### config.mk
export PLATFORM = sky130hd
export DESIGN_NAME = prtc_top
export DESIGN_NICKNAME = d
export VERILOG_FILES = /design/src/design/prtc_sync2.v /design/src/design/prtc_clock_core.v /design/src/design/prtc_top.v
export VERILOG_INCLUDE_DIRS = /design/src /design/src/design
export SDC_FILE = /design/constraint.sdc
export NUM_CORES = 1
export LEC_CHECK = 0
export ABC_AREA = 1
export BUFFER_PORTS_ARGS = -buffer_cell sky130_fd_sc_hd__buf_2
export CAP_MARGIN = 40
export CORE_MARGIN = 2
export CORE_UTILIZATION = 44
export CTS_BUF_LIST = sky130_fd_sc_hd__clkbuf_4
export CTS_CLUSTER_DIAMETER = 120
export DETAILED_ROUTE_END_ITERATION = 7
export PLACE_DENSITY = 0.65
export SLEW_MARGIN = 10
export SYNTH_ARGS = -nofsm -noshare
export SYNTH_HDL_FRONTEND = slang
export SYNTH_SLANG_ARGS = --single-unit
### constraint.sdc
create_clock -name clk -period 3.95 [get_ports clk]
set_input_delay 0 -clock clk [delete_from_list [all_inputs] [get_ports clk]]
set_output_delay 0 -clock clk [all_outputs]
set_load 0.01 [all_outputs]
### src/design/prtc_defs.vh
// register map, field layout, reset values and timing counts for the ptp rtc
`ifndef PRTC_DEFS_VH
`define PRTC_DEFS_VH
`define PRTC_OFF_STAT      8'h04
`define PRTC_OFF_RX_LOW    8'h1C
`define PRTC_OFF_RX_HIGH   8'h20
`define PRTC_OFF_SEQ_PORT  8'h24
`define PRTC_OFF_SRC_HIGH  8'h28
`define PRTC_OFF_SRC_LOW   8'h2C
`define PRTC_OFF_NS        8'h30
`define PRTC_OFF_SEC       8'h34
`define PRTC_OFF_TRIM      8'h38
`define PRTC_STAT_RX_BIT   1
`define PRTC_STEP_HI       31
`define PRTC_STEP_LO       27
`define PRTC_EN_BIT        26
`define PRTC_MAX_HI        23
`define PRTC_MAX_LO        0
`define PRTC_TRIM_MASK     32'hFCFFFFFF
`define PRTC_TRIM_RESET    32'hA0000000
`define PRTC_ZERO32        32'h00000000
`define PRTC_NORMAL_STEP   32'h00000014
`define PRTC_NS_PER_SEC    32'h3B9ACA00
`define PRTC_REF_CLK_MHZ   50
`define PRTC_RESP_OKAY     2'h0
`define PRTC_RESP_SLVERR   2'h2
`endif

### src/design/prtc_sync2.v
// two flip-flop synchroniser for one level
`timescale 1ns/1ps
module prtc_sync2 (
    // clock and reset
    input wire clk,
    input wire reset_n,
    // level in and out
    input wire d,
    output reg q
);
    reg meta_reg;
    // meta_reg feeds q only; nothing else may look at it
    always @(posedge clk) begin
        if (!reset_n) begin
            meta_reg <= 1'b0;
            q <= 1'b0;
        end else begin
            meta_reg <= d;
            q <= meta_reg;
        end
    end
endmodule // prtc_sync2

### src/design/prtc_clock_core.v
// nanoseconds and seconds counters with periodic rate trim
`timescale 1ns/1ps
`include "prtc_defs.vh"
module prtc_clock_core (
    // clock and reset
    input wire clk,
    input wire reset_n,
    // trim settings
    input wire [4:0] trim_step,
    input wire trim_enable,
    input wire [23:0] trim_period_max,
    // load port
    input wire load,
    input wire [31:0] load_ns,
    input wire [31:0] load_sec,
    // running time
    output reg [31:0] ns_reg,
    output reg [31:0] sec_reg
);
    reg [23:0] adj_cnt_reg;
    wire adj_wrap;
    wire [32:0] ns_sum;
    wire [31:0] incr;
    // counter returns to zero on reaching the maximum
    assign adj_wrap = (adj_cnt_reg == trim_period_max);
    // trim step replaces the normal 20 in the wrap cycle
    assign incr = (adj_wrap && trim_enable) ? {27'h0, trim_step}
                  : `PRTC_NORMAL_STEP;
    assign ns_sum = {1'b0, ns_reg} + {1'b0, incr};
    // adjustment counter is free running, even while disabled
    always @(posedge clk) begin
        if (!reset_n)
            adj_cnt_reg <= 24'h000000;
        else if (adj_wrap)
            adj_cnt_reg <= 24'h000000;
        else
            adj_cnt_reg <= adj_cnt_reg + 24'h000001;
    end
    // time update; a software load wins over the tick
    always @(posedge clk) begin
        if (!reset_n) begin
            ns_reg <= `PRTC_ZERO32;
            sec_reg <= `PRTC_ZERO32;
        end else if (load) begin
            ns_reg <= load_ns;
            sec_reg <= load_sec;
        end else if (ns_sum >= {1'b0, `PRTC_NS_PER_SEC}) begin
            ns_reg <= ns_sum[31:0] - `PRTC_NS_PER_SEC;
            sec_reg <= sec_reg + 32'h00000001;
        end else begin
            ns_reg <= ns_sum[31:0];
        end
    end
endmodule // prtc_clock_core

### src/design/prtc_top.v
// ptp real-time clock with rate trim and receive timestamp identity regs
`timescale 1ns/1ps
`include "prtc_defs.vh"
module prtc_top (
    // clock and reset
    input wire clk,
    input wire reset_n,
    // axi4-lite write address
    input wire [7:0] s_axi_awaddr,
    input wire s_axi_awvalid,
    output reg s_axi_awready,
    // axi4-lite write data
    input wire [31:0] s_axi_wdata,
    input wire [3:0] s_axi_wstrb,
    input wire s_axi_wvalid,
    output reg s_axi_wready,
    // axi4-lite write response
    output reg [1:0] s_axi_bresp,
    output reg s_axi_bvalid,
    input wire s_axi_bready,
    // axi4-lite read address
    input wire [7:0] s_axi_araddr,
    input wire s_axi_arvalid,
    output reg s_axi_arready,
    // axi4-lite read data
    output reg [31:0] s_axi_rdata,
    output reg [1:0] s_axi_rresp,
    output reg s_axi_rvalid,
    input wire s_axi_rready,
    // frame detector side (same clock)
    input wire rx_frame_seen,
    input wire [15:0] rx_sequence_number,
    input wire [15:0] rx_source_port_number,
    input wire [63:0] rx_source_identity,
    // status pin
    output reg rx_stamp_event_flag
);
    // captured receive data
    reg [31:0] rx_stamp_low_reg;
    reg [31:0] rx_stamp_high_reg;
    reg [31:0] rx_stamp_seq_port_reg;
    reg [31:0] rx_source_id_high_reg;
    reg [31:0] rx_source_id_low_reg;
    reg rx_flag_reg;
    // software side of the clock
    reg [31:0] rate_trim_reg;
    reg [31:0] ns_hold_reg;
    reg [31:0] sec_snap_reg;
    reg load_reg;
    reg [31:0] load_sec_reg;
    // write channel latches
    reg aw_have_reg;
    reg w_have_reg;
    reg [7:0] aw_addr_reg;
    reg [31:0] w_data_reg;
    reg [3:0] w_strb_reg;
    // clock core outputs and bus decode nets
    wire [31:0] ns_now;
    wire [31:0] sec_now;
    wire [31:0] wmask;
    wire [31:0] wr_val;
    wire do_write;
    wire do_read;
    wire flag_clear;
    // reset after the two-flop release stage
    wire reset_sync_n;
    // decode results, built combinationally
    reg [31:0] rd_val;
    reg rd_ok;
    reg wr_ok;

    // reset release from the pin passes two flops first, so a release
    // close to an edge cannot free some registers a cycle before others
    prtc_sync2 u_reset_sync (
        .clk(clk),
        .reset_n(reset_n),
        .d(1'b1),
        .q(reset_sync_n)
    );

    // trim fields feed the core straight from the register
    prtc_clock_core u_core (
        .clk(clk),
        .reset_n(reset_sync_n),
        .trim_step(rate_trim_reg[`PRTC_STEP_HI:`PRTC_STEP_LO]),
        .trim_enable(rate_trim_reg[`PRTC_EN_BIT]),
        .trim_period_max(rate_trim_reg[`PRTC_MAX_HI:`PRTC_MAX_LO]),
        .load(load_reg),
        .load_ns(ns_hold_reg),
        .load_sec(load_sec_reg),
        .ns_reg(ns_now),
        .sec_reg(sec_now)
    );

    // byte-lane mask from the write strobes
    assign wmask = {{8{w_strb_reg[3]}}, {8{w_strb_reg[2]}},
                    {8{w_strb_reg[1]}}, {8{w_strb_reg[0]}}};
    // write happens once both address and data are latched
    assign do_write = aw_have_reg && w_have_reg && !s_axi_bvalid;
    // a read is taken on the address handshake itself
    assign do_read = s_axi_arvalid && s_axi_arready;
    // write one to the status bit clears the receive flag
    assign flag_clear = do_write && (aw_addr_reg == `PRTC_OFF_STAT) &&
                        wmask[`PRTC_STAT_RX_BIT] &&
                        w_data_reg[`PRTC_STAT_RX_BIT];

    // merged value of a register under the byte strobes
    function [31:0] merge;
        input [31:0] old_v;
        input [31:0] new_v;
        input [31:0] m;
        begin
            merge = (old_v & ~m) | (new_v & m);
        end
    endfunction
    // write data is used as latched, merged per register below
    assign wr_val = w_data_reg;

    // address decode for writes; read-only words accept and ignore
    // the address was already rounded down to its word
    always @* begin
        case (aw_addr_reg)
            `PRTC_OFF_STAT, `PRTC_OFF_RX_LOW, `PRTC_OFF_RX_HIGH,
            `PRTC_OFF_SEQ_PORT, `PRTC_OFF_SRC_HIGH, `PRTC_OFF_SRC_LOW,
            `PRTC_OFF_NS, `PRTC_OFF_SEC, `PRTC_OFF_TRIM: wr_ok = 1'b1;
            default: wr_ok = 1'b0;
        endcase
    end

    // read mux; unmapped addresses answer slverr with zero data
    // the seconds word reads the snapshot, not the live count
    always @* begin
        rd_ok = 1'b1;
        case (s_axi_araddr)
            `PRTC_OFF_STAT: rd_val = {30'h0, rx_flag_reg, 1'b0};
            `PRTC_OFF_RX_LOW: rd_val = rx_stamp_low_reg;
            `PRTC_OFF_RX_HIGH: rd_val = rx_stamp_high_reg;
            `PRTC_OFF_SEQ_PORT: rd_val = rx_stamp_seq_port_reg;
            `PRTC_OFF_SRC_HIGH: rd_val = rx_source_id_high_reg;
            `PRTC_OFF_SRC_LOW: rd_val = rx_source_id_low_reg;
            `PRTC_OFF_NS: rd_val = ns_now;
            `PRTC_OFF_SEC: rd_val = sec_snap_reg;
            `PRTC_OFF_TRIM: rd_val = rate_trim_reg;
            default: begin
                rd_val = `PRTC_ZERO32;
                rd_ok = 1'b0;
            end
        endcase
    end

    // write address and data channels, taken in either order
    always @(posedge clk) begin
        if (!reset_sync_n) begin
            aw_have_reg <= 1'b0;
            w_have_reg <= 1'b0;
            aw_addr_reg <= 8'h00;
            w_data_reg <= `PRTC_ZERO32;
            w_strb_reg <= 4'h0;
            s_axi_awready <= 1'b0;
            s_axi_wready <= 1'b0;
            s_axi_bvalid <= 1'b0;
            s_axi_bresp <= `PRTC_RESP_OKAY;
        end else begin
            // each ready pulses every second cycle until taken, then stays low until the response is accepted
            s_axi_awready <= !aw_have_reg && !s_axi_awready &&
                             !s_axi_bvalid;
            s_axi_wready <= !w_have_reg && !s_axi_wready && !s_axi_bvalid;
            if (s_axi_awvalid && s_axi_awready) begin
                aw_have_reg <= 1'b1;
                aw_addr_reg <= {s_axi_awaddr[7:2], 2'b00};
                s_axi_awready <= 1'b0;
            end
            if (s_axi_wvalid && s_axi_wready) begin
                w_have_reg <= 1'b1;
                w_data_reg <= s_axi_wdata;
                w_strb_reg <= s_axi_wstrb;
                s_axi_wready <= 1'b0;
            end
            // the response follows once both halves are in
            if (do_write) begin
                aw_have_reg <= 1'b0;
                w_have_reg <= 1'b0;
                s_axi_bvalid <= 1'b1;
                s_axi_bresp <= wr_ok ? `PRTC_RESP_OKAY : `PRTC_RESP_SLVERR;
            end else if (s_axi_bvalid && s_axi_bready) begin
                s_axi_bvalid <= 1'b0;
            end
        end
    end

    // read channel: one cycle from address to data
    always @(posedge clk) begin
        if (!reset_sync_n) begin
            s_axi_arready <= 1'b0;
            s_axi_rvalid <= 1'b0;
            s_axi_rdata <= `PRTC_ZERO32;
            s_axi_rresp <= `PRTC_RESP_OKAY;
        end else begin
            // arready stays low while read data waits to be taken
            s_axi_arready <= !s_axi_arready && !s_axi_rvalid;
            if (do_read) begin
                s_axi_arready <= 1'b0;
                s_axi_rvalid <= 1'b1;
                s_axi_rdata <= rd_val;
                s_axi_rresp <= rd_ok ? `PRTC_RESP_OKAY : `PRTC_RESP_SLVERR;
            end else if (s_axi_rvalid && s_axi_rready) begin
                s_axi_rvalid <= 1'b0;
            end
        end
    end

    // seconds snapshot taken whenever the nanoseconds word is read,
    // so an ns-then-seconds pair cannot straddle a rollover
    always @(posedge clk) begin
        if (!reset_sync_n)
            sec_snap_reg <= `PRTC_ZERO32;
        else if (do_read && s_axi_araddr == `PRTC_OFF_NS)
            sec_snap_reg <= sec_now;
    end

    // software writes to trim and the two-word time load; a
    // nanoseconds write only parks its value, the seconds write then
    // loads both so the pair lands on one edge
    always @(posedge clk) begin
        if (!reset_sync_n) begin
            rate_trim_reg <= `PRTC_TRIM_RESET;
            ns_hold_reg <= `PRTC_ZERO32;
            load_sec_reg <= `PRTC_ZERO32;
            load_reg <= 1'b0;
        end else begin
            load_reg <= 1'b0;
            if (do_write) begin
                case (aw_addr_reg)
                    `PRTC_OFF_TRIM:
                        // reserved bits 25:24 never hold a one
                        rate_trim_reg <= merge(rate_trim_reg, wr_val,
                                               wmask) & `PRTC_TRIM_MASK;
                    `PRTC_OFF_NS:
                        ns_hold_reg <= merge(ns_hold_reg, wr_val,
                                             wmask);
                    `PRTC_OFF_SEC: begin
                        load_sec_reg <= merge(sec_now, wr_val, wmask);
                        load_reg <= 1'b1;
                    end
                    default: load_reg <= 1'b0;
                endcase
            end
        end
    end

    // capture on frame receipt; held while the flag is still set,
    // and a new frame wins over a clear in the same cycle; the stamp
    // is the time that stands at the pulse edge
    always @(posedge clk) begin
        if (!reset_sync_n) begin
            rx_stamp_low_reg <= `PRTC_ZERO32;
            rx_stamp_high_reg <= `PRTC_ZERO32;
            rx_stamp_seq_port_reg <= `PRTC_ZERO32;
            rx_source_id_high_reg <= `PRTC_ZERO32;
            rx_source_id_low_reg <= `PRTC_ZERO32;
            rx_flag_reg <= 1'b0;
            rx_stamp_event_flag <= 1'b0;
        end else begin
            if (rx_frame_seen && (!rx_flag_reg || flag_clear)) begin
                rx_stamp_low_reg <= ns_now;
                rx_stamp_high_reg <= sec_now;
                rx_stamp_seq_port_reg <= {rx_sequence_number,
                                          rx_source_port_number};
                rx_source_id_high_reg <= rx_source_identity[63:32];
                rx_source_id_low_reg <= rx_source_identity[31:0];
                rx_flag_reg <= 1'b1;
                rx_stamp_event_flag <= 1'b1;
            end else if (flag_clear) begin
                rx_flag_reg <= 1'b0;
                rx_stamp_event_flag <= 1'b0;
            end
        end
    end
endmodule // prtc_top

---- Yosys cells after proc, flatten, opt, wreduce, memory -nomap -nowiden ----
Index checks and enable logic that the tools add are counted.
cells by class
  add/sub/neg operators ................... 4
  order comparisons ....................... 1
  equality and inequality tests ........... 19
  mux-type cells .......................... 18
  bitwise logic cells ..................... 9
  reductions and logical operators ........ 42
operators by type and width
  kind                                                                                   count
  32-bit case mux with 9 select lines                                                    1
  32-bit bitwise AND                                                                     4
  32-bit 2-to-1 mux                                                                      4
  32-bit bitwise OR                                                                      3
  8-bit by 6-bit equality test with 1-bit output, second input constant                  7
  6-bit by 4-bit equality test with 1-bit output, second input constant                  7
  32-bit by 32-bit adder with 33-bit output                                              1
  33-bit by 30-bit greater-or-equal comparator with 1-bit output, second input constant  1
  32-bit by 1-bit adder with 32-bit output, second input constant                        1
  32-bit inverter                                                                        1
  32-bit by 30-bit subtractor with 32-bit output, second input constant                  1
  24-bit by 1-bit adder with 24-bit output, second input constant                        1
  24-bit equality test                                                                   1
  1-bit logical AND                                                                      18
  9-bit OR reduction                                                                     2
  1-bit 2-to-1 mux                                                                       10
  2-bit OR reduction                                                                     5
  8-bit by 3-bit equality test with 1-bit output, second input constant                  1
  8-bit by 5-bit equality test with 1-bit output, second input constant                  1
  1-bit zero test                                                                        8
  2-bit AND reduction                                                                    4
  2-bit nonzero test                                                                     4
  6-bit by 1-bit equality test with 1-bit output, second input constant                  1
  6-bit by 3-bit equality test with 1-bit output, second input constant                  1
  4 further kinds                                                                        5
word-level totals
  bits in registers ....................... 463
  input port bits ......................... 156
  output and inout bits ................... 42
  logic and storage cells ................. 122

---- Longest topological paths before layout ----
  word-level depth ........................ 8
  depth in mapped cells ................... 35
  mapped depth without buffers ............ 33

---- Modules after synthesis ----
A second synthesis with hierarchy kept.
second synthesis, totals
  cell total of the unflattened synthesis .. 3498
  area, all modules ....................... 23264.8 um2
by module, submodules not included
  module           times used  cells an instance  area each (um2)  sequential area each (um2)
  prtc_top         1           2245               15765.1          7427.1
  prtc_clock_core  1           1247               7444.6           1761.7
  prtc_sync2       1           6                  55.1             40.0

---- Least setup slack after synthesis ----
Ideal clock, no wire load.
  path kind ............................... reg-to-reg
  from .................................... register u_core.adj_cnt_reg[8]
  to ...................................... register u_core.ns_reg[12]
  library setup time ...................... 109 ps
  data arrival time ....................... 3951 ps
  required time ........................... 3841 ps
  setup slack ............................. -110 ps
  cell stages (with the launch flop) ...... 36
  path buffers ............................ 2
  clock period less this slack ............ 4060 ps
  path through ............................ dfxtp_1 clkbuf_1 inv_1 nand2_1 nand4_1 nor4_1 nor4b_1 inv_1 nor2_1 inv_1 nor2_1 ha_1 fa_1 nand2_1 nand2_1 nand3_1 nand2_2 nand2_1 nand2_1 nand2_1 ha_1 inv_1 nand2_1 nand2_2 nand2_1 nand2_1 nand2_1 nand2_2 nand2_4 nand3_4 buf_6 nand2_1 nand2_1 nand3_1 nand2_1 inv_1
between the ends
  longest elaborated chain between the ends .. 7
  elaborated cells between the ends (all ways) .. 8
  those cells by class .................... add/sub (2); order compare (1); eq/ne (1); mux (3); reduce/logical (1)
RTL lines
  what                                                                                                                                               RTL line              text
  start: declaration                                                                                                                                 prtc_clock_core.v:20  reg [23:0] adj_cnt_reg;
  start signal: assignment                                                                                                                           prtc_clock_core.v:37  adj_cnt_reg <= adj_cnt_reg + 24'h000001;
  24-bit equality test *                                                                                                                             prtc_clock_core.v:25  assign adj_wrap = (adj_cnt_reg == trim_period_max);
  1-bit logical AND *                                                                                                                                prtc_clock_core.v:27  assign incr = (adj_wrap && trim_enable) ? {27'h0, trim_step}
  5-bit 2-to-1 mux (no line) *                                                                                                                       n/a
  32-bit by 32-bit adder with 33-bit output *                                                                                                        prtc_clock_core.v:29  assign ns_sum = {1'b0, ns_reg} + {1'b0, incr};
  32-bit by 30-bit subtractor with 32-bit output (no line) / 33-bit by 30-bit greater-or-equal comparator with 1-bit output (equally long branches)  n/a
  32-bit 2-to-1 mux *                                                                                                                                prtc_clock_core.v:47  end else if (ns_sum >= {1'b0, `PRTC_NS_PER_SEC}) begin
  32-bit 2-to-1 mux *                                                                                                                                prtc_clock_core.v:44  end else if (load) begin
  end signal: assignment                                                                                                                             prtc_clock_core.v:45  ns_reg <= load_ns;
  end signal: assignment                                                                                                                             prtc_clock_core.v:48  ns_reg <= ns_sum[31:0] - `PRTC_NS_PER_SEC;
  end signal: assignment                                                                                                                             prtc_clock_core.v:51  ns_reg <= ns_sum[31:0];
  end: declaration                                                                                                                                   prtc_clock_core.v:17  output reg [31:0] ns_reg,
Mark *: on every way between the ends. The rest lies on a longest branch, timed or not.
A chain may end at the register's enable or synchronous reset.

---- Worst setup path in the final report ----
  from .................................... register u_core.adj_cnt_reg[9]
  to ...................................... register u_core.sec_reg[30]
between the ends
  longest elaborated chain between the ends .. 6
RTL lines
  what                                                            RTL line              text
  24-bit equality test                                            prtc_clock_core.v:25
  1-bit logical AND                                               prtc_clock_core.v:27
  5-bit 2-to-1 mux (no line)                                      n/a
  32-bit by 32-bit adder with 33-bit output                       prtc_clock_core.v:29
  33-bit by 30-bit greater-or-equal comparator with 1-bit output  prtc_clock_core.v:47
  2-bit nonzero test (no line)                                    n/a
  end signal: assignment                                          prtc_clock_core.v:43  sec_reg <= `PRTC_ZERO32;
  end signal: assignment                                          prtc_clock_core.v:46  sec_reg <= load_sec;
  end signal: assignment                                          prtc_clock_core.v:49  sec_reg <= sec_reg + 32'h00000001;
  end: declaration                                                prtc_clock_core.v:18  output reg [31:0] sec_reg
Every way passes these cells.

==> flow_metrics.py <==
metrics = {
    "logic_synthesis": {
        "netlist_area_mm2": 0.02170,
        "async_flop_share_pct": 0,
        "synth_seq_area_share_pct": 42.53,
        "synth_cell_types": 51,
        "netlist_instances": 3146,
        "synth_edf_count": 0,
        "postSynthAreaPerCell_um2": 6.898,
        "ys_ff_latch": 461,
        "synthFlopType": "dfxtp_1",
        "yosysWarnings": 0,
    },
    "placed_design": {
        "gp_congestion": 0.9889,
        "placed_area_mm2": 0.02449,
        "port_buffers": 193,
        "place_hpwl_mm": 60.64,
    },
    "sta": {
        "final-hold-violation-count": 0,
        "rsz0062_at_grt": "true",
        "maxSlewViolCount": 0,
        "max_freq_ghz": 0.2337,
        "tns_ps": -13130,
        "slew_headroom_pct": 39.74,
        "finalWorstSetupSlack_ps": -328.1,
        "skew_ps": 115.3,
        "fin_crit_ps": 4278,
        "fin_crit_sh_pct": 108.3,
        "finalSetupViolations": 55,
        "max_slew.worst_pin.slew_ps": 904.0,
    },
    "drt": {
        "remaining_drc_errors": 0,
        "initialDrtViolationCount": 3055,
        "wl_per_cell_um": 20.72,
        "wl_mm": 97.60,
        "drt-vias-per-instance": 5.606,
        "firstDrtPassIters": 6,
        "vias": 26403,
        "drtAntennaViolNets": 0,
    },
    "critical_path": {
        "cp.arrival_ps": 5100,
        "reg2reg_slack_ps": -330,
        "cp_max_fo": 8,
        "cpMaxStageDelayCell": "dfxtp_2",
        "slowest_delay_ps": 350,
        "r2r-start": "u_core.adj_cnt_reg[9]",
        "start_kind": "flop",
        "crit_start": "u_core.adj_cnt_reg[9]",
        "criticalPathCategory": "flop to flop",
        "reg2reg_to": "u_core.sec_reg[30]",
        "cp-end-kind": "flop",
        "r2r_cells": 30,
        "required_ps": 4770,
    },
    "floorplanning": {
        "initial_core_util_pct": 44.43,
        "core_mm2": 0.04885,
        "die_y_um": 226.1,
        "die-area_mm2": 0.05111,
        "rows": 81,
        "fp.dieW_um": 226.1,
        "ioPinCount": 198,
    },
    "min_path": {
        "hp-class": "input pin to flop",
        "worstHoldEndpoint": "aw_have_reg",
        "min_path_cells": 4,
        "worstHoldStart": "s_axi_awvalid",
    },
    "clocking": {
        "cts.sinks": 461,
        "cts_tree": "done",
        "cts_buffer_depth": 3,
        "clk_latency_ps": 960,
        "cts_buffers": 120,
        "path_clk_slew_ps": 60,
        "root_buffer": "clkbuf_4",
        "cts_max_level": 3,
    },
    "layout": {
        "drive_gt1_share_pct": 21.52,
        "final_area_mm2": 0.03168,
        "regArea_mm2": 0.009250,
        "nets": 4123,
        "areaGrowthSynthToFinish_pct": 45.96,
        "fillers": 4179,
        "multi_input_area_mm2": 0.01107,
    },
    "outcome": {
        "status": "complete, but fails checks",
        "violations": "setup timing",
    },
    "power": {
        "max-vdd-ir-drop_mv": 0.2106,
        "power.leakage_uw": 0.01267,
        "power_density_mw_per_mm2": 308.4,
    },
    "run": {
        "drv_cap": 0,
    },
    "global_routing": {
        "grt_use_met3_pct": 9.199,
        "grt_pass1_wl_mm": 144.3,
        "track_usage_pct": 37.04,
        "grt_pass1_vias": 25115,
        "grt_max_degree": 139,
        "grt_use_met2_pct": 58.03,
        "antenna_found_initial": 6,
        "grtUsageMet1_pct": 46.50,
        "overflow": 0,
        "busiest_layer": "met2",
    },
}
[report_power, final]
group / internal [uW] / total (uW) / switching [uW]
logic: 445 / 872 / 427
clock network: 2030 / 4100 / 2070
registers: 4730 / 4800 / 66.9
total: 7200 / 9770 / 2570
[worst max-delay path: cells and delay by family, from the launching register on]
kind | cells | cell delay [ps]
AOI/OAI and AO/OA | 1 | 120
xor gates and xnor gates | 1 | 170
adders and majority gates | 1 | 190
buffers and inverters | 10 | 1250
DFF | 1 | 350
and+or+nand+nor | 17 | 2080
[repair_timing]
action                                  4_1_cts  5_1_grt
pin swaps                                    27       51
hold buffers                                434        0
hold endpoints to repair                    217        0
endpoints found under the setup margin       55       55
cloned                                        4        6
buffers inserted                             12       16
gates resized for setup                      69      214
[metal layers]
| layer | part of all wire [%] | routed length (um) | vias up |
|---|---|---|---|
| met2 | 44 | 42770 | 1657 |
| li1 | - | - | 12099 |
| met5 | 0.013 | 13 | - |
| met1 | 40 | 38790 | 12277 |
| met4 | 6.0 | 5838 | 2 |
| met3 | 10 | 10190 | 368 |
[cells in the final DEF, fill, tap and decap left out, types with 8 or more instances in the layout]
cell,count
xnor2_1,10
buf_12,17
buf_2,195
nor2_2,14
inv_2,15
nand2_4,37
buf_6,8
nor2_4,14
dlygate4sd3_1,434
a21oi_2,35
nand2_1,435
dfxtp_1,446
a21oi_1,369
nand4_1,36
nor2_1,280
o21ai_0,409
o211ai_1,13
o22ai_1,70
nand3_1,111
a221oi_1,9
o41ai_1,22
clkbuf_4,175
inv_1,388
dfxtp_2,14
clkinv_1,24
xor2_1,30
nand2_2,79
buf_4,205
nand3_2,17
nor3_1,37
[synthesized netlist by cell type, types with 2 or more instances]
cell type  instances  area share (%)
xnor2_1           10            0.40
o21ai_0          411             9.5
clkbuf_1         152             2.6
and3_1             2           0.058
dfxtp_1          461              43
nand2_2           19            0.55
nand3_2            2           0.092
clkinv_1           4           0.069
o31ai_1            3            0.10
nand3b_1           5            0.17
xor2_1            30             1.2
nor2_1           296             5.1
a32o_1             2           0.092
buf_4              2           0.069
nor3b_1            7            0.24
nand4_1           36             1.0
nand3_1          129             3.0
a221oi_1           9            0.36
a21oi_1          404             9.3
nand2_1          531             9.2
a31oi_1            8            0.23
ha_1               8            0.46
o22ai_1           70             2.0
buf_1              9            0.16
buf_6              7            0.36
a21boi_0           3            0.10
o211ai_1          13            0.45
inv_1            401             6.9
inv_2              3           0.052
nor3_1            38            0.88
nor2_4             7            0.36
or2_2              4            0.12
nor2_2             5            0.14
nor4_1             7            0.20
buf_2              9            0.21
o41ai_1           22            0.89
o21ai_1            3           0.069
[cell type report]
type | count | area share (%)
Antenna cell | 4 | 0.03160
Tap cell | 664 | 2.623
Multi-Input combinational cell | 2099 | 34.95
Clock inverter | 31 | 0.5214
Inverter | 408 | 4.843
Clock buffer | 175 | 4.147
Timing Repair Buffer | 868 | 23.68
Sequential cell | 461 | 29.20
[worst max-delay path by stage]
stage / end
6_report: u_core.sec_reg[30]
5_1_grt: u_core.sec_reg[26]
4_1_cts: u_core.ns_reg[31]
3_5_place_dp: u_core.ns_reg[16]
3_3_place_gp: u_core.sec_reg[31]
2_1_floorplan: u_core.ns_reg[12]
[kinds of logic after synthesis]
logic type	share of synthesized area, %
AOI/OAI and AO/OA	23.40
xor gates and xnor gates	1.614
adders and majority gates	0.5535
buffers and inverters	10.48
DFF	42.53
muxes	0.05188
other	0.01728
and+or+nand+nor	21.36
[through the flow]
stage          util [%]  hold slack [ps]  cells  worst slack (ps)  total power, uW
6_report          64.85            116.4   4710            -328.1             9770
3_3_place_gp      50.03            117.7   4029            -645.3             5356
2_1_floorplan         -            27.72   3147             33.85             5140
4_1_cts           62.93            15.08   4687            -205.5             9684
5_1_grt           64.84            154.3   4709            -505.3            10140
3_5_place_dp      50.13            121.6   4031            -497.4             5367
No activity file was read; power rests on OpenSTA's default activity.
